<file path="config.mk">
export PLATFORM = sky130hd
export DESIGN_NAME = dhp_host_port
export DESIGN_NICKNAME = d
export VERILOG_FILES = /design/src/common/dhp_pkg.sv /design/src/common/dhp_strobe_if.sv /design/src/hdl/dhp_host_port.sv /design/src/hdl/dhp_sync_bank.sv
export SDC_FILE = /design/constraint.sdc
export NUM_CORES = 1
export LEC_CHECK = 0
export ABC_CLOCK_PERIOD_IN_PS = 3250
export BUFFER_PORTS_ARGS = -buffer_cell sky130_fd_sc_hd__buf_2
export CAP_MARGIN = 20
export CORE_MARGIN = 3
export CORE_UTILIZATION = 40
export CTS_CLUSTER_SIZE = 20
export DETAILED_ROUTE_END_ITERATION = 10
export PLACE_DENSITY = 0.7
export RECOVER_POWER = 100
export SYNTH_ARGS = -nofsm -noshare
export SYNTH_HDL_FRONTEND = slang
export SYNTH_SLANG_ARGS = --single-unit
</file>
<file path="constraint.sdc">
create_clock -name sys_clk_i -period 3.25 [get_ports sys_clk_i]
set_input_delay 0.65 -clock sys_clk_i [delete_from_list [all_inputs] [get_ports sys_clk_i]]
set_output_delay 0.65 -clock sys_clk_i [all_outputs]
set_load 0.01 [all_outputs]
</file>
<file path="src/common/dhp_pkg.sv">
package dhp_pkg;
   // ---------------------------------------------------------------
   // Widths
   // ---------------------------------------------------------------
   localparam int ADDR_W = 5;
   localparam int DATA_W = 16;
   localparam int WADDR_W = 4;
   localparam int IRQ_W = 8;
   localparam int CNT_W = 6;
   localparam int SYNC_W = 5;

   // ---------------------------------------------------------------
   // Synchroniser bit positions and idle values
   // ---------------------------------------------------------------
   localparam int SB_RD = 0;
   localparam int SB_WR = 1;
   localparam int SB_CS = 2;
   localparam int SB_ALE = 3;
   localparam int SB_TRIG = 4;
   // Strobes idle high, trigger idle low
   localparam logic [SYNC_W-1:0] SYNC_RST = 5'h0F;

   // ---------------------------------------------------------------
   // Map and reset values
   // ---------------------------------------------------------------
   localparam logic [WADDR_W-1:0] INT_STATUS_WADDR = 4'h3;
   localparam logic [ADDR_W-1:0] RST_ADDR = 5'h00;
   localparam logic [DATA_W-1:0] RST_DATA = 16'h0000;
   localparam logic [IRQ_W-1:0] RST_IRQ = 8'h00;
   localparam logic [CNT_W-1:0] FIFO_EMPTY = 6'h00;
   localparam logic [1:0] BE_LOW = 2'h1;
   localparam logic [1:0] BE_HIGH = 2'h2;
   localparam logic [1:0] BE_BOTH = 2'h3;
endpackage

</file>
<file path="src/common/dhp_strobe_if.sv">
`timescale 1ns/1ps
interface dhp_strobe_if;
   import dhp_pkg::*;
   logic [SYNC_W-1:0] raw;
   logic [SYNC_W-1:0] clean;
   modport sync (input raw, output clean);
   modport user (output raw, input clean);
endinterface

</file>
<file path="src/hdl/dhp_host_port.sv">
// Operation
// Byte mode: upper lanes float, low byte used
// Drive data only while read and select low
// Take data only while write and select low
// Host selects only during an access
// Select low halts clocking, suspends conversion
// Latch strobe falling captures address and select
// Latch strobe low: address pins ignored
// Non-multiplexed host holds latch strobe high
// Five address lines reach every location
// Trigger input rising edge holds sample
// Conversion begins on next clock edge
// Trigger output high at start, low done
// Reset makes trigger pin an input
// Unmasked condition asserts low interrupt output
// Status read clears pending, releases interrupt
// DMA request when FIFO count equals threshold
// DMA request drops when FIFO empty
// Word address upper lines; byte mode uses all
// Strobes synchronised before touching state
`timescale 1ns/1ps
module dhp_host_port
   import dhp_pkg::*;
(
   input wire logic sys_clk_i,
   input wire logic resetn_i,
   input wire logic bus_width_select_i,
   input wire logic cs_n_i,
   input wire logic rd_n_i,
   input wire logic wr_n_i,
   input wire logic ale_i,
   input wire logic [ADDR_W-1:0] address_lines_i,
   input wire logic [DATA_W-1:0] data_lines_i,
   output logic [DATA_W-1:0] data_lines_o,
   output logic [1:0] data_lines_oe_o,
   input wire logic trig_i,
   output logic trig_o,
   output logic trig_oe_o,
   output logic int_n_o,
   output logic dma_request_o,
   output logic [WADDR_W-1:0] reg_addr_o,
   output logic reg_rd_o,
   output logic reg_wr_o,
   output logic [1:0] reg_be_o,
   output logic [DATA_W-1:0] reg_wdata_o,
   input wire logic [DATA_W-1:0] reg_rdata_i,
   input wire logic [IRQ_W-1:0] irq_cond_i,
   input wire logic [IRQ_W-1:0] int_enable_i,
   input wire logic [CNT_W-1:0] dma_threshold_i,
   input wire logic [CNT_W-1:0] fifo_count_i,
   input wire logic trig_dir_i,
   input wire logic conv_start_i,
   input wire logic conv_done_i,
   output logic clk_halt_o,
   output logic capture_o,
   output logic conv_begin_o
);
   // ---------------------------------------------------------------
   // Strobe synchronisers
   // ---------------------------------------------------------------
   dhp_strobe_if sb ();

   assign sb.raw = {trig_i, ale_i, cs_n_i, wr_n_i, rd_n_i};

   // strobe synchronising
   dhp_sync_bank u_sync (
      .sys_clk_i (sys_clk_i),
      .resetn_i (resetn_i),
      .sb (sb)
   );

   wire rd_n_s = sb.clean[SB_RD];
   wire wr_n_s = sb.clean[SB_WR];
   wire cs_n_s = sb.clean[SB_CS];
   wire ale_s = sb.clean[SB_ALE];
   wire trig_s = sb.clean[SB_TRIG];

   // ---------------------------------------------------------------
   // Address latch and decode
   // ---------------------------------------------------------------
   logic [ADDR_W-1:0] addr_lat;
   logic cs_n_lat;
   logic rd_act_q;
   logic wr_act_q;
   logic trig_q;
   logic begin_pend;
   logic [IRQ_W-1:0] pend;

   // transparent while high, held while low
   wire [ADDR_W-1:0] addr_eff = ale_s ? address_lines_i : addr_lat;
   wire cs_n_eff = ale_s ? cs_n_s : cs_n_lat;
   wire bw = bus_width_select_i;
   // word index from upper lines, byte lane from A0
   wire [WADDR_W-1:0] word_addr = addr_eff[ADDR_W-1:1];
   wire byte_hi = bw & addr_eff[0];

   // access qualified by select
   wire rd_act = ~rd_n_s & ~cs_n_eff;
   wire wr_act = ~wr_n_s & ~cs_n_eff;
   wire rd_start = rd_act & ~rd_act_q;
   wire wr_end = ~wr_act & wr_act_q;
   wire status_rd = rd_start & (word_addr == INT_STATUS_WADDR);

   // byte mode reads place the selected byte on the low lane
   wire [DATA_W-1:0] rd_fmt = !bw ? reg_rdata_i :
                              byte_hi ? {8'h00, reg_rdata_i[15:8]} :
                              {8'h00, reg_rdata_i[7:0]};
   wire [DATA_W-1:0] wr_fmt = bw ? {data_lines_i[7:0], data_lines_i[7:0]} : data_lines_i;
   wire [1:0] wr_be = !bw ? BE_BOTH : (byte_hi ? BE_HIGH : BE_LOW);

   // ---------------------------------------------------------------
   // Trigger, interrupt and DMA terms
   // ---------------------------------------------------------------
   // only an input pin can trigger
   wire trig_rise = trig_s & ~trig_q & ~trig_dir_i;
   // select low stops conversion activity
   wire halted = ~cs_n_s;
   wire [IRQ_W-1:0] irq_new = irq_cond_i & int_enable_i;
   // clear on status read, new event still wins
   wire [IRQ_W-1:0] next_pend = (status_rd ? RST_IRQ : pend) | irq_new;
   wire fifo_empty = (fifo_count_i == FIFO_EMPTY);
   wire dma_hit = (fifo_count_i == dma_threshold_i);

   always_ff @(posedge sys_clk_i or negedge resetn_i)
   begin
      if (!resetn_i)
      begin
         addr_lat <= RST_ADDR;
         cs_n_lat <= 1'b1;
         rd_act_q <= 1'b0;
         wr_act_q <= 1'b0;
      end
      else
      begin
         // last value before the fall is kept
         if (ale_s)
         begin
            addr_lat <= address_lines_i;
            cs_n_lat <= cs_n_s;
         end
         rd_act_q <= rd_act;
         wr_act_q <= wr_act;
      end
   end

   // ---------------------------------------------------------------
   // Data path
   // ---------------------------------------------------------------
   always_ff @(posedge sys_clk_i or negedge resetn_i)
   begin
      if (!resetn_i)
      begin
         data_lines_o <= RST_DATA;
         data_lines_oe_o <= 2'h0;
         reg_addr_o <= INT_STATUS_WADDR;
         reg_rd_o <= 1'b0;
         reg_wr_o <= 1'b0;
         reg_be_o <= BE_BOTH;
         reg_wdata_o <= RST_DATA;
      end
      else
      begin
         data_lines_o <= rd_fmt;
         // drive low lane on read, upper only in word mode
         data_lines_oe_o <= {rd_act & ~bw, rd_act};
         reg_addr_o <= word_addr;
         reg_rd_o <= rd_start;
         // sample bus only inside an active write
         if (wr_act)
         begin
            reg_wdata_o <= wr_fmt;
            reg_be_o <= wr_be;
         end
         reg_wr_o <= wr_end;
      end
   end

   // ---------------------------------------------------------------
   // Trigger pin, interrupt, DMA
   // ---------------------------------------------------------------
   always_ff @(posedge sys_clk_i or negedge resetn_i)
   begin
      if (!resetn_i)
      begin
         trig_q <= 1'b0;
         trig_o <= 1'b0;
         // pin comes up as an input
         trig_oe_o <= 1'b0;
         capture_o <= 1'b0;
         begin_pend <= 1'b0;
         conv_begin_o <= 1'b0;
         clk_halt_o <= 1'b0;
         pend <= RST_IRQ;
         int_n_o <= 1'b1;
         dma_request_o <= 1'b0;
      end
      else
      begin
         trig_q <= trig_s;
         trig_oe_o <= trig_dir_i;
         // output follows conversion start and end
         if (!trig_dir_i)
            trig_o <= 1'b0;
         else if (conv_start_i)
            trig_o <= 1'b1;
         else if (conv_done_i)
            trig_o <= 1'b0;
         // hold pulse on rising edge
         capture_o <= trig_rise;
         // start waits for the next unhalted edge
         begin_pend <= trig_rise | (begin_pend & halted);
         conv_begin_o <= begin_pend & ~halted;
         clk_halt_o <= halted;
         // any unmasked pending drives interrupt low
         pend <= next_pend;
         int_n_o <= ~|pend;
         // set on threshold, clear on empty
         if (fifo_empty)
            dma_request_o <= 1'b0;
         else if (dma_hit)
            dma_request_o <= 1'b1;
      end
   end
endmodule

</file>
<file path="src/hdl/dhp_sync_bank.sv">
`timescale 1ns/1ps
module dhp_sync_bank
   import dhp_pkg::*;
(
   input wire logic sys_clk_i,
   input wire logic resetn_i,
   dhp_strobe_if.sync sb
);
   logic [SYNC_W-1:0] meta;
   logic [SYNC_W-1:0] stage;

   // ---------------------------------------------------------------
   // Two flops per pin
   // ---------------------------------------------------------------
   genvar gi;
   generate
      for (gi = 0; gi < SYNC_W; gi++)
      begin : g_bit
         always_ff @(posedge sys_clk_i or negedge resetn_i)
         begin
            if (!resetn_i)
            begin
               meta[gi] <= SYNC_RST[gi];
               stage[gi] <= SYNC_RST[gi];
            end
            else
            begin
               meta[gi] <= sb.raw[gi];
               stage[gi] <= meta[gi];
            end
         end
      end
   endgenerate

   assign sb.clean = stage;
endmodule
</file>
# == Word-level counts from Yosys, hierarchy flattened ==
# Index checks and enable logic that the tools add are counted.
# totals
ff_bits,77
latch_bits,0
ram_bits,0
rom_bits,0
in_bits,76
output_inout_bits,49
wordCells,74
n_memories,0
# op_classes
add_sub_neg,0
multipliers,0
n_div,0
order_cmp,0
eq_ne,3
shift,0
muxes,13
bitwise_logic,23
reduce_logical,4
# ops
cell,count
$mux 16,2
$mux 8,2
$and 1x1->1,11
$not 1->1,9
$and 8x8->8,1
$or 8x8->8,1
$reduce_or 8->1,1
$eq 6x6->1,1
$logic_not 6->1,1
$mux 1,6
$mux 5,1
$eq 4x2->1 const B,1
$mux 2,2
$ne 3x1->1 const B,1
$reduce_bool 2->1,1
$logic_not 1->1,1
$or 1x1->1,1

# == Depth between registers and ports, before layout ==
# Gate-level depths: netlist of the first run.
# logic_depth
word_depth,7
mapped_depth,6
depth_no_buf,4

# == By module ==
# From an unflattened synthesis of the first run, not the netlist that was laid out.
# unflattened
hier_cells,179
area_unflattened_um2,2686.3
# by_module_without_submodules
module,instances,cells_each,area_each_um2,seq_area_each_um2
dhp_host_port,1,169,2426.1,1609.0
dhp_sync_bank,1,10,260.2,260.2

# == Least setup slack after synthesis of the first run ==
# No wires, ideal clock.
# synth_timing
path_kind,register -> register
startpoint,"register u_sync.stage[3], in the netlist u_sync.sb.clean[3]"
endpoint,register reg_wdata_o[0]
setup_time_ps,125
arrival_ps,1548
required_time_ps,3125
slack_ps,1577
stages_incl_launch_ff,6
n_path_buf,2
cell_sequence,dfstp_2 -> buf_6 -> mux2_4 -> nor2_2 -> buf_4 -> mux2_2
# synth_via
elab_chain_cells,3
# synth_rtl
element,line,source
"start, declared",dhp_sync_bank.sv:10,logic [SYNC_W-1:0] stage;
"start signal, assigned by index",dhp_sync_bank.sv:24,stage[gi] <= SYNC_RST[gi];
"start signal, assigned by index",dhp_sync_bank.sv:29,stage[gi] <= meta[gi];
$mux 1,n/a,
named net cs_n_eff,dhp_host_port.sv:91,wire cs_n_eff = ale_s ? cs_n_s : cs_n_lat;
$not 1->1,dhp_host_port.sv:99,wire wr_act = ~wr_n_s & ~cs_n_eff;
$and 1x1->1,dhp_host_port.sv:99,
"end signal, assigned",dhp_host_port.sv:171,reg_wdata_o <= wr_fmt;
"end, declared",dhp_host_port.sv:45,"output logic [DATA_W-1:0] reg_wdata_o,"
# The timed path passes the listed nets, and every way through them passes these cells.
# A chain may end at the register's enable or synchronous reset.

# == Worst setup path after layout of the first run ==
# layout_timing
startpoint,input bus_width_select_i
endpoint,register data_lines_o[2]
# layout_via
elab_chain_cells,3
# layout_rtl
element,line,source
"start, declared",dhp_host_port.sv:27,"input wire logic bus_width_select_i,"
$and 1x1->1,dhp_host_port.sv:95,wire byte_hi = bw & addr_eff[0];
$mux 8,dhp_host_port.sv:106,"byte_hi ? {8'h00, reg_rdata_i[15:8]} :"
$mux 16 *,dhp_host_port.sv:105,wire [DATA_W-1:0] rd_fmt = !bw ? reg_rdata_i :
named net rd_fmt[2],dhp_host_port.sv:105,
"end signal, assigned",dhp_host_port.sv:163,data_lines_o <= rd_fmt;
"end, declared",dhp_host_port.sv:34,"output logic [DATA_W-1:0] data_lines_o,"
# Mark *: on every way through the listed nets, which the timed path passes. The rest lies on a longest branch.

==> flow_summary_export.csv, run 1 <==
group,metric,value,unit
floorplanning,die_w,88.0,um
synth,synth_top_area_cell,"dfrtp_1",
cts,cts-root-buf,"clkbuf_8",
detailed_routing,drc,0,
power_and_ir_drop,intPower,1580,uW
power_and_ir_drop,switching_share,0.235,
synth,ys_ff_latch,74,
cts,post-cts-setup-buffer-count,0,
placed_design,dp.final_hpwl,3.85,mm
detailed_routing,num_vias,1800,
sta,min_period_over_period,0.691,
critical_path,cp_cell_sequence,"clkbuf_1, nand2_1, mux2_2",
synth,syn_area_per_cell,15.0,um2
cts,cts_resized,0,
critical_path,critical_path_arrival,2.45,ns
run,timing.max_cap.violations,1,
synth,syn_nets,255,
critical_path,required,3.46,ns
cells_and_area,finalNonFillerCells,388,
cells_and_area,syn_to_final_growth,29.1,%
floorplanning,io-pin-count,125,
cells_and_area,nets,382,
floorplanning,dieArea,7740,um2
global_route,gr-total-overflow,0,
cts,clk_latency,0.32,ns
sta,final_max_slew_viol_count,75,
power_and_ir_drop,seq_power_share,0.512,
detailed_routing,drtIter0Drc,27,
global_route,grt_pass1_vias,1857,
cells_and_area,drive_gt1_frac,0.376,
cts,cts_sinks,74,
critical_path,crit_slowest_cell,"clkbuf_1",
cts,cts-hold-fix-buffers,0,
sta,max_slew_margin,-0.168,
cts,cts_tree,"yes",
critical_path,endpoint_kind,"register",
sta,fin_tns_setup,0,ns
power_and_ir_drop,p_leak,0.00162,uW
placed_design,portBuffers,124,
cells_and_area,nFillCells,591,
synth,seq_area_frac_synth,0.695,
power_and_ir_drop,netSwitchingPower,485,uW
synth,synth.distinct_cells,29,
sta,fmax,445,MHz
status,status,"finished with violations",
critical_path,worstPathMaxFanout,20,
critical_path,critPathLaunchType,"primary input",
synth,netlist_area,2690,um2
cells_and_area,final_core_util,0.541,
critical_path,crit_type,"in -> reg",
power_and_ir_drop,total_power,2060,uW
cts,clk_pin_slew,0.07,ns
placed_design,place.gp.congestion,0.756,
floorplanning,initial_utilization,0.419,
hold_path,hold_class,"reg -> reg",
detailed_routing,dr.pass1.iters,4,
floorplanning,core-area,6420,um2
sta,worst_pin_slew,1.75,ns
cts,htreeDepth,3,
detailed_routing,via_per_inst,4.64,
cts,cts_made_buffers,9,
global_route,antenna_found_initial,0,
synth,synthCells,179,
sta,rsz0062_at_grt,"no",
sta,fin_hold_ws,0.350,ns
cells_and_area,antenna_cells,0,
critical_path,max_stage_delay,0.83,ns
synth,yosys_warnings,0,
power_and_ir_drop,ir_drop,0.000326,V
synth,synth.top_cell.area_share,0.558,
synth,yosys-top-cells-area,"dfrtp_1 56%, dfstp_2 14%, mux2_2 8.4%",
detailed_routing,wl,5.25,mm
status,violations,"max-capacitance violations, max-slew violations",
sta,period_needed,2.25,ns
floorplanning,rows,29,
cts,clk_path_buf_depth,2,
sta,skew,0.00576,ns
global_route,grt_max_degree,75,
critical_path,cpLargestDelayFamily,"buffers and inverters",
global_route,grt_pass1_wl,8.39,mm
detailed_routing,drt.antenna.violating_nets,0,
sta,hold_viol,0,
global_route,grt_usage,0.142,
detailed_routing,drt-wirelength-per-cell,13.5,um
power_and_ir_drop,clkPwrFrac,0.361,
power_and_ir_drop,p_comb_frac,0.128,
power_and_ir_drop,power-per-cell-area,594,nW/um2
sta,setup_violations,0,
placed_design,dp.cells,372,
floorplanning,die_y,88.0,um
critical_path,critPathBufInv,1,
## through the flow
step	setup slack, ns	area (um2)
2_1_floorplan	1.58	2690
6_report	1.00	3470
3_3_place_gp	1.43	3360
5_1_grt	0.797	3470
3_5_place_dp	1.40	3360
4_1_cts	1.40	3570
## synth_stat cells (all sizes together)
cell / count
dfrtp: 60
mux2: 22
dfstp: 14
nor2: 14
nor2b: 10
a21oi: 9
a22o: 8
buf: 8
mux2i: 8
inv: 4
a31oi: 3
or4: 3
xor2: 3
nor3: 2
xnor2: 2
a2111oi: 1
a21o: 1
and2: 1
clkbuf: 1
nand2: 1
nand4: 1
nor3b: 1
o21a: 1
o22ai: 1
## path summary, 6_finish.rpt
kind                                    start                 end  slack (ns)  depth (start not counted)
hold reg to reg                u_sync.meta[4]  u_sync.sb.clean[4]        0.35                          0
min in group asynchronous            resetn_i              trig_o        0.79                          1
max in group asynchronous            resetn_i    data_lines_o[15]        1.43                          1
setup / recovery           bus_width_select_i     data_lines_o[2]        1.00                          3
setup reg to reg           u_sync.sb.clean[3]             pend[2]        1.16                          4
hold / removal                 u_sync.meta[4]  u_sync.sb.clean[4]        0.35                          0
## power groups by stage
stage	clock network, uW	registers [uW]	logic (uW)
finish	744	1050	263
global route	809	1070	297
CTS	767	1060	297
detailed placement	0	1070	297
global placement	0	1070	290
floorplan	0	1100	117
## state kept, by name, summed over array words and instances, names as in the netlist, 2 cells and up
| signal | cells |
|---|---|
| data_lines_oe_o | 2 |
| reg_wdata_o | 16 |
| reg_addr_o | 3 |
| u_sync.sb.clean | 5 |
| u_sync.meta | 5 |
| data_lines_o | 16 |
| addr_lat | 4 |
| reg_be_o | 2 |
| pend | 8 |
## metal layers
layer	GRT usage	up-vias	part of all wire
met5	0	-	0
met4	0.0586	0	0.011
met3	0.0452	7	0.080
met2	0.232	61	0.50
met1	0.174	866	0.41
li1	-	866	-
## placed cells by master, fill, tap and decap left out, types with 2 or more instances in the layout
cell type	Yosys	final
nor3_1	1	2
or4_1	3	3
inv_1	4	4
dfstp_2	14	12
xnor2_1	2	2
a22o_1	8	8
clkbuf_1	1	54
xor2_1	3	3
a21oi_1	9	9
nor2b_1	10	10
nor2_1	13	13
dfstp_1	0	2
buf_2	3	71
mux2_1	0	5
a31oi_1	3	3
mux2_2	20	16
mux2i_1	8	8
dfrtp_1	60	60
clkbuf_8	0	13
## logic make-up (layout without fill, tap and decap cells)
family,after synthesis,count (layout),share of synthesized area
flops,74,74,0.695
simple gates,33,33,0.0754
mux,30,30,0.125
compound gates,24,24,0.0609
buf+inv,13,145,0.0279
xor+xnor,5,5,0.0163
## cell type report
class | instances | area, um2 | share of cell area
timing repair buffer | 125 | 563 | 0.162
clock inverter | 1 | 30.0 | 0.00865
tap | 77 | 96.3 | 0.0277
multi-input combinational | 92 | 713 | 0.205
sequential | 74 | 1870 | 0.538
inverter | 4 | 15.0 | 0.00432
clock buffer | 15 | 186 | 0.0537
Power figures use the tool's default switching activity.
==> inputs of run 2 (changes only) <==
--- a/config.mk
+++ b/config.mk
@@ -5,14 +5,15 @@
 export SDC_FILE = /design/constraint.sdc
 export NUM_CORES = 1
 export LEC_CHECK = 0
-export ABC_CLOCK_PERIOD_IN_PS = 3250
+export ABC_AREA = 1
+export ABC_CLOCK_PERIOD_IN_PS = 2400
 export BUFFER_PORTS_ARGS = -buffer_cell sky130_fd_sc_hd__buf_2
 export CAP_MARGIN = 20
 export CORE_MARGIN = 3
 export CORE_UTILIZATION = 40
 export CTS_CLUSTER_SIZE = 20
 export DETAILED_ROUTE_END_ITERATION = 10
-export PLACE_DENSITY = 0.7
+export PLACE_DENSITY = 0.69
 export RECOVER_POWER = 100
 export SYNTH_ARGS = -nofsm -noshare
 export SYNTH_HDL_FRONTEND = slang
==> constraint.sdc (replaced) <==
create_clock -name sys_clk_i -period 2.4 [get_ports sys_clk_i]
set_input_delay 0.48 -clock sys_clk_i [delete_from_list [all_inputs] [get_ports sys_clk_i]]
set_output_delay 0.48 -clock sys_clk_i [all_outputs]
set_load 0.01 [all_outputs]
==> run 2 against run 1 <==
Register-to-register slack worse by 0.58 ns. Die area is 7.7% higher. The run still ends with max-capacitance violations, max-slew violations left. Combinational power is 32% higher. Sequential cell count stayed put. Count of clock-buffer cells in the layout is 4 lower. Hold slack worse by 0.11 ns. Power is 34% higher. Non-clock buffer count is 1 lower.
==> flow_summary_export.csv, run 2 <==
group,metric,value,unit
status,status,"finished with violations",
status,violations,"max-capacitance violations, max-slew violations",
synth,async_flop_share,1.00,
synth,ys_ff_latch,74,
synth,ys.flop_type,"dfrtp_1",
floorplanning,io-pin-count,125,
synth,synth.area.mux_share,0,
cts,cts_sinks,74,
cts,clk_latency,0.33,ns
power_and_ir_drop,seq_power_share,0.510,
synth,syn_nets,364,
cells_and_area,syn_to_final_growth,24.1,%
cells_and_area,top_regs,"data_lines_o x16, reg_wdata_o x16, pend x8",
cts,cts_resized,0,
hold_path,hold_class,"in -> reg",
critical_path,endpoint_kind,"register",
cts,cts-root-buf,"clkbuf_8",
sta,worst_pin_slew,1.77,ns
cells_and_area,final_core_util,0.523,
synth,syn_area_per_cell,10.1,um2
synth,synth.top_cell.area_share,0.516,
cts,cts_tree,"yes",
detailed_routing,num_vias,2199,
placed_design,place.gp.congestion,0.778,
cts,post-cts-setup-buffer-count,0,
synth,synthAdderAreaFrac,0,
sta,skew,0.0118,ns
cells_and_area,nets,488,
synth,synth_edf_count,0,
synth,synth_top_family_by_area,"simple AND/OR/NAND/NOR gates",
critical_path,worstPathMaxFanout,35,
cts,clk_path_buf_depth,2,
placed_design,portBuffers,124,
critical_path,required,2.60,ns
power_and_ir_drop,clkPwrFrac,0.365,
global_route,gr-total-overflow,0,
cts,htreeDepth,3,
synth,yosys.area_share.xor_xnor,0,
floorplanning,initial_utilization,0.422,
synth,seq_area_frac_synth,0.642,
sta,final_max_slew_viol_count,75,
placed_design,dp.final_hpwl,4.54,mm
synth,netlist_area,2910,um2
synth,synth.distinct_cells,26,
floorplanning,die_w,91.3,um
global_route,grt_pass1_vias,2279,
global_route,antenna_found_initial,0,
sta,min_period_over_period,0.759,
power_and_ir_drop,switching_share,0.249,
cts,clk_pin_slew,0.07,ns
cells_and_area,layout_common_cells,"98 x nand2_1, 72 x buf_2, 60 x dfrtp_1",
synth,synth-simple-area-share,0.187,
cells_and_area,drive_gt1_frac,0.247,
detailed_routing,via_per_inst,4.29,
cells_and_area,finalNonFillerCells,513,
synth,synthCells,288,
sta,rsz0062_at_grt,"no",
cts,cts_made_buffers,9,
synth,synth_commonest_cells,"93 x nand2_1, 60 x dfrtp_1, 38 x inv_1",
critical_path,critPathLaunchType,"register",
critical_path,crit_type,"reg -> reg",
detailed_routing,drtIter0Drc,99,
synth,synth_top_area_cell,"dfrtp_1",
placed_design,dp.cells,497,
cts,cts-hold-fix-buffers,0,
global_route,grt_max_degree,75,
power_and_ir_drop,netSwitchingPower,690,uW
sta,max_slew_margin,-0.182,
synth,yosys_warnings,0,
power_and_ir_drop,p_leak,0.00192,uW
sta,fmax,549,MHz
detailed_routing,drc,0,
power_and_ir_drop,p_comb_frac,0.125,
cells_and_area,nFillCells,714,
global_route,grt_usage,0.158,
detailed_routing,dr.pass1.iters,4,
floorplanning,core-area,6910,um2
detailed_routing,drt.antenna.violating_nets,0,
synth,synth_most_common_cell,"nand2_1",
power_and_ir_drop,intPower,2080,uW
detailed_routing,drt-wirelength-per-cell,12.0,um
power_and_ir_drop,power-per-cell-area,766,nW/um2
run,timing.max_cap.violations,1,
synth,synth_compound_area_frac,0.0859,
detailed_routing,wl,6.15,mm
sta,period_needed,1.82,ns
cells_and_area,antenna_cells,0,
floorplanning,dieArea,8340,um2
cells_and_area,mostFrequentLayoutCell,"nand2_1",
sta,hold_viol,0,
floorplanning,die_y,91.3,um
synth,yosys-top-cells-area,"dfrtp_1 52%, dfstp_2 13%, nand2_1 12%",
sta,fin_tns_setup,0,ns
critical_path,critical_path_arrival,2.02,ns
power_and_ir_drop,ir_drop,0.000319,V
global_route,grt_pass1_wl,10.4,mm
sta,setup_violations,0,
floorplanning,rows,30,
## run 2: changes by cell type after synthesis, sizes merged, moves of 3 or more
cell,before,now
a21oi,9,2
nor2,14,18
a22o,8,0
inv,4,40
nor2b,10,0
a31oi,3,0
xor2,3,0
mux2,22,0
o21ai,0,33
mux2i,8,0
or4,3,0
nand2,1,100
## run 2: metal layers
metal / track usage / routed length [um]
met5: 0 / 0
met4: 0.0817 / 119
met3: 0.0414 / 488
met2: 0.253 / 2910
met1: 0.196 / 2630
## run 2: layout make-up
| cell class | count | area, um2 | area share |
|---|---|---|---|
| Clock buffer | 11 | 131 | 0.0364 |
| Clock inverter | 5 | 78.8 | 0.0218 |
| Inverter | 40 | 155 | 0.0429 |
| Multi-Input combinational cell | 163 | 702 | 0.194 |
| Sequential cell | 74 | 1870 | 0.517 |
| Tap cell | 96 | 120 | 0.0332 |
| Timing Repair Buffer | 124 | 557 | 0.154 |
## run 2: per-stage QoR
| step | total power, uW | setup WS (ns) | instance area [um2] | hold WS (ns) |
|---|---|---|---|---|
| finish | 2770 | 0.579 | 3610 | 0.241 |
| global route | 2930 | 0.399 | 3610 | 0.217 |
| CTS | 2880 | 0.870 | 3770 | 0.221 |
| detailed placement | 1850 | 0.903 | 3560 | 0.349 |
| global placement | 1840 | 0.939 | 3560 | 0.336 |
| floorplan | 1660 | 1.10 | 2910 | 0.184 |
## run 2: path summary, 6_finish.rpt
check                              startpoint                 end  slack, ns  depth (start not counted)
max                        u_sync.sb.clean[3]      reg_wdata_o[7]       0.58                          7
min                                     ale_i      u_sync.meta[3]       0.24                          1
max reg2reg                u_sync.sb.clean[3]      reg_wdata_o[7]       0.58                          7
min reg2reg                    u_sync.meta[0]  u_sync.sb.clean[0]       0.36                          0
max in group asynchronous            resetn_i     reg_wdata_o[10]       0.73                          1
min in group asynchronous            resetn_i       dma_request_o       0.62                          1
## run 2: cells by family after synthesis
family	after synthesis
AND/OR/NAND/NOR	126
flip-flops	74
buffers and inverters	51
AO/OA/AOI/OAI	37
## run 2: power groups by stage
stage / registers (uW) / clock network [uW] / logic [uW]
6_report: 1410 / 1010 / 346
5_1_grt: 1430 / 1100 / 398
4_1_cts: 1420 / 1050 / 413
3_5_place_dp: 1440 / 0 / 413
3_3_place_gp: 1440 / 0 / 402
2_1_floorplan: 1470 / 0 / 184
## run 2: critical path, cell delays in order, from the launching register on
cell	delay, ns
dfstp_1	0.71
inv_4	0.09
nand2_1	0.13
nand2_4	0.05
nor2_1	0.30
inv_4	0.21
nand2_1	0.11
o21ai_0	0.08
==> inputs of run 3 (changes only) <==
--- a/config.mk
+++ b/config.mk
@@ -6,7 +6,7 @@
 export NUM_CORES = 1
 export LEC_CHECK = 0
 export ABC_AREA = 1
-export ABC_CLOCK_PERIOD_IN_PS = 2400
+export ABC_CLOCK_PERIOD_IN_PS = 1700
 export BUFFER_PORTS_ARGS = -buffer_cell sky130_fd_sc_hd__buf_2
 export CAP_MARGIN = 20
 export CORE_MARGIN = 3
==> constraint.sdc (replaced) <==
create_clock -name sys_clk_i -period 1.7 [get_ports sys_clk_i]
set_input_delay 0.34 -clock sys_clk_i [delete_from_list [all_inputs] [get_ports sys_clk_i]]
set_output_delay 0.34 -clock sys_clk_i [all_outputs]
set_load 0.01 [all_outputs]
==> run 3 against run 2 <==
The run now ends clean. Clock skew decreased by 0.0068 ns. Maximum frequency increased by 24%. Hold slack got worse by 0.14 ns. Sequential share of layout area decreased by 1.1 points. Via count increased by 2.0%. Worst setup slack got worse by 0.35 ns. Sequential power increased by 42%. Final area increased by 2.3%. First-iteration DRC count decreased by 22%. Count of clock-buffer cells in the layout unchanged. Highest routed layer unchanged.
==> flow_summary_export.csv, run 3 (synthesized netlist as in run 2, its figures left out) <==
group,metric,value,unit
cells_and_area,mostFrequentLayoutCell,"nand2_1",
sta,hold_viol,0,
sta,fmax,679,MHz
power_and_ir_drop,p_leak,0.00196,uW
sta,final_max_slew_viol_count,0,
detailed_routing,dr.pass1.iters,4,
sta,period_needed,1.47,ns
critical_path,critPathBufInv,1,
floorplanning,die_w,91.3,um
cts,htreeDepth,3,
sta,setup_violations,0,
floorplanning,core-area,6910,um2
cts,clk_path_buf_depth,2,
cts,clk_pin_slew,0.07,ns
cts,clk_latency,0.33,ns
cells_and_area,nets,492,
sta,worst_pin_slew,0.669,ns
cells_and_area,drive_gt1_frac,0.264,
sta,rsz0062_at_grt,"no",
power_and_ir_drop,clkPwrFrac,0.389,
sta,fin_tns_setup,0,ns
floorplanning,io-pin-count,125,
detailed_routing,drt-wirelength-per-cell,11.6,um
sta,fin_ws,0.228,ns
sta,max_slew_margin,0.554,
power_and_ir_drop,power-per-cell-area,1110,nW/um2
global_route,antenna_found_initial,0,
power_and_ir_drop,netSwitchingPower,999,uW
power_and_ir_drop,seq_power_share,0.488,
placed_design,portBuffers,124,
floorplanning,die_y,91.3,um
placed_design,dp.final_hpwl,4.56,mm
global_route,grt_pass1_wl,9.97,mm
sta,skew,0.00500,ns
placed_design,place.gp.congestion,0.772,
critical_path,cpLargestDelayFamily,"simple AND/OR/NAND/NOR gates",
placed_design,pre_cts_ws,0.235,ns
cts,cts-root-buf,"clkbuf_8",
cells_and_area,top_regs,"data_lines_o x16, reg_wdata_o x16, pend x8",
cells_and_area,syn_to_final_growth,26.9,%
critical_path,critical_path_arrival,1.70,ns
detailed_routing,wl,5.98,mm
critical_path,path_common_cell,"nand2_1",
run,timing.max_cap.violations,0,
power_and_ir_drop,p_comb_frac,0.123,
power_and_ir_drop,intPower,3090,uW
critical_path,cp_cell_sequence,"inv_4, nand2_4, nand3b_1, nor2_1, nand2_2, nand2_1, nand2_1",
critical_path,crit_type,"reg -> reg",
critical_path,required,1.93,ns
detailed_routing,drtIter0Drc,77,
hold_path,hold_class,"in -> reg",
cells_and_area,antenna_cells,0,
floorplanning,dieArea,8340,um2
status,status,"complete, no violations",
cts,cts_tree,"yes",
floorplanning,rows,30,
critical_path,endpoint_kind,"register",
power_and_ir_drop,total_power,4090,uW
critical_path,crit_slowest_cell,"dfstp_2",
global_route,gr-total-overflow,0,
critical_path,worstPathMaxFanout,8,
critical_path,max_stage_delay,0.62,ns
power_and_ir_drop,ir_drop,0.000436,V
critical_path,critPathLaunchType,"register",
global_route,grt_max_degree,49,
power_and_ir_drop,switching_share,0.244,
detailed_routing,via_per_inst,4.34,
global_route,grt_pass1_vias,2177,
global_route,grt_usage,0.154,
cts,cts_sinks,74,
floorplanning,initial_utilization,0.422,
detailed_routing,drc,0,
detailed_routing,num_vias,2242,
sta,min_period_over_period,0.866,
detailed_routing,drt.antenna.violating_nets,0,
cts,cts_made_buffers,9,
cells_and_area,layout_common_cells,"95 x nand2_1, 73 x buf_2, 60 x dfrtp_1",
==> run 3: power by group through the flow <==
| stage | combinational (uW) | sequential [uW] | clock [uW] |
|---|---|---|---|
| floorplan | 260 | 2080 | 0 |
| global placement | 578 | 2030 | 0 |
| detailed placement | 595 | 2030 | 0 |
| CTS | 597 | 2000 | 1640 |
| global route | 578 | 2010 | 1710 |
| finish | 503 | 2000 | 1590 |
==> run 3: per-layer routing <==
metal	global-route usage	vias to the layer above	routed length [um]
li1	-	1127	-
met1	0.188	1024	2520
met2	0.244	81	2850
met3	0.0481	10	486
met4	0.0791	0	129
met5	0	-	0
==> run 3: per-stage QoR <==
step / hold WS [ns] / util / instances / instance area, um2
floorplan: 0.0444 / - / 288 / 2910
global placement: 0.279 / 0.521 / 500 / 3600
detailed placement: 0.281 / 0.521 / 500 / 3600
CTS: 0.0778 / 0.556 / 517 / 3840
global route: 0.0683 / 0.535 / 517 / 3690
finish: 0.0985 / 0.535 / 517 / 3690
==> run 3: cell type report <==
cell class / count / area (um2)
Clock inverter: 5 / 103
Multi-Input combinational cell: 163 / 726
Fill cell: 702 / 3210
Tap cell: 96 / 120
Clock buffer: 11 / 131
Sequential cell: 74 / 1870
Timing Repair Buffer: 128 / 591
Inverter: 40 / 155
==> run 3: final timing paths <==
check                      cells after the start  slack [ns]               start                 end
max in group asynchronous                      3        0.26            resetn_i         reg_be_o[0]
min                                            1         0.1              rd_n_i      u_sync.meta[0]
max reg2reg                                    7        0.23  u_sync.sb.clean[3]             pend[0]
max                                            7        0.23  u_sync.sb.clean[3]             pend[0]
min in group asynchronous                      2        0.57            resetn_i    data_lines_o[15]
min reg2reg                                    0        0.35      u_sync.meta[4]  u_sync.sb.clean[4]
==> run 3: worst register-to-register path, cell delays in order (launching register included) <==
cell	delay [ns]
dfstp_2	0.62
inv_4	0.07
nand2_4	0.07
nand3b_1	0.13
nor2_1	0.18
nand2_2	0.16
nand2_1	0.10
nand2_1	0.05
==> run 3: what timing repair did <==
item                      in CTS  in global routing
hold buffers                   1                  0
setup buffers                  0                  0
resized for setup              0                  0
hold endpoints to repair      21                  0
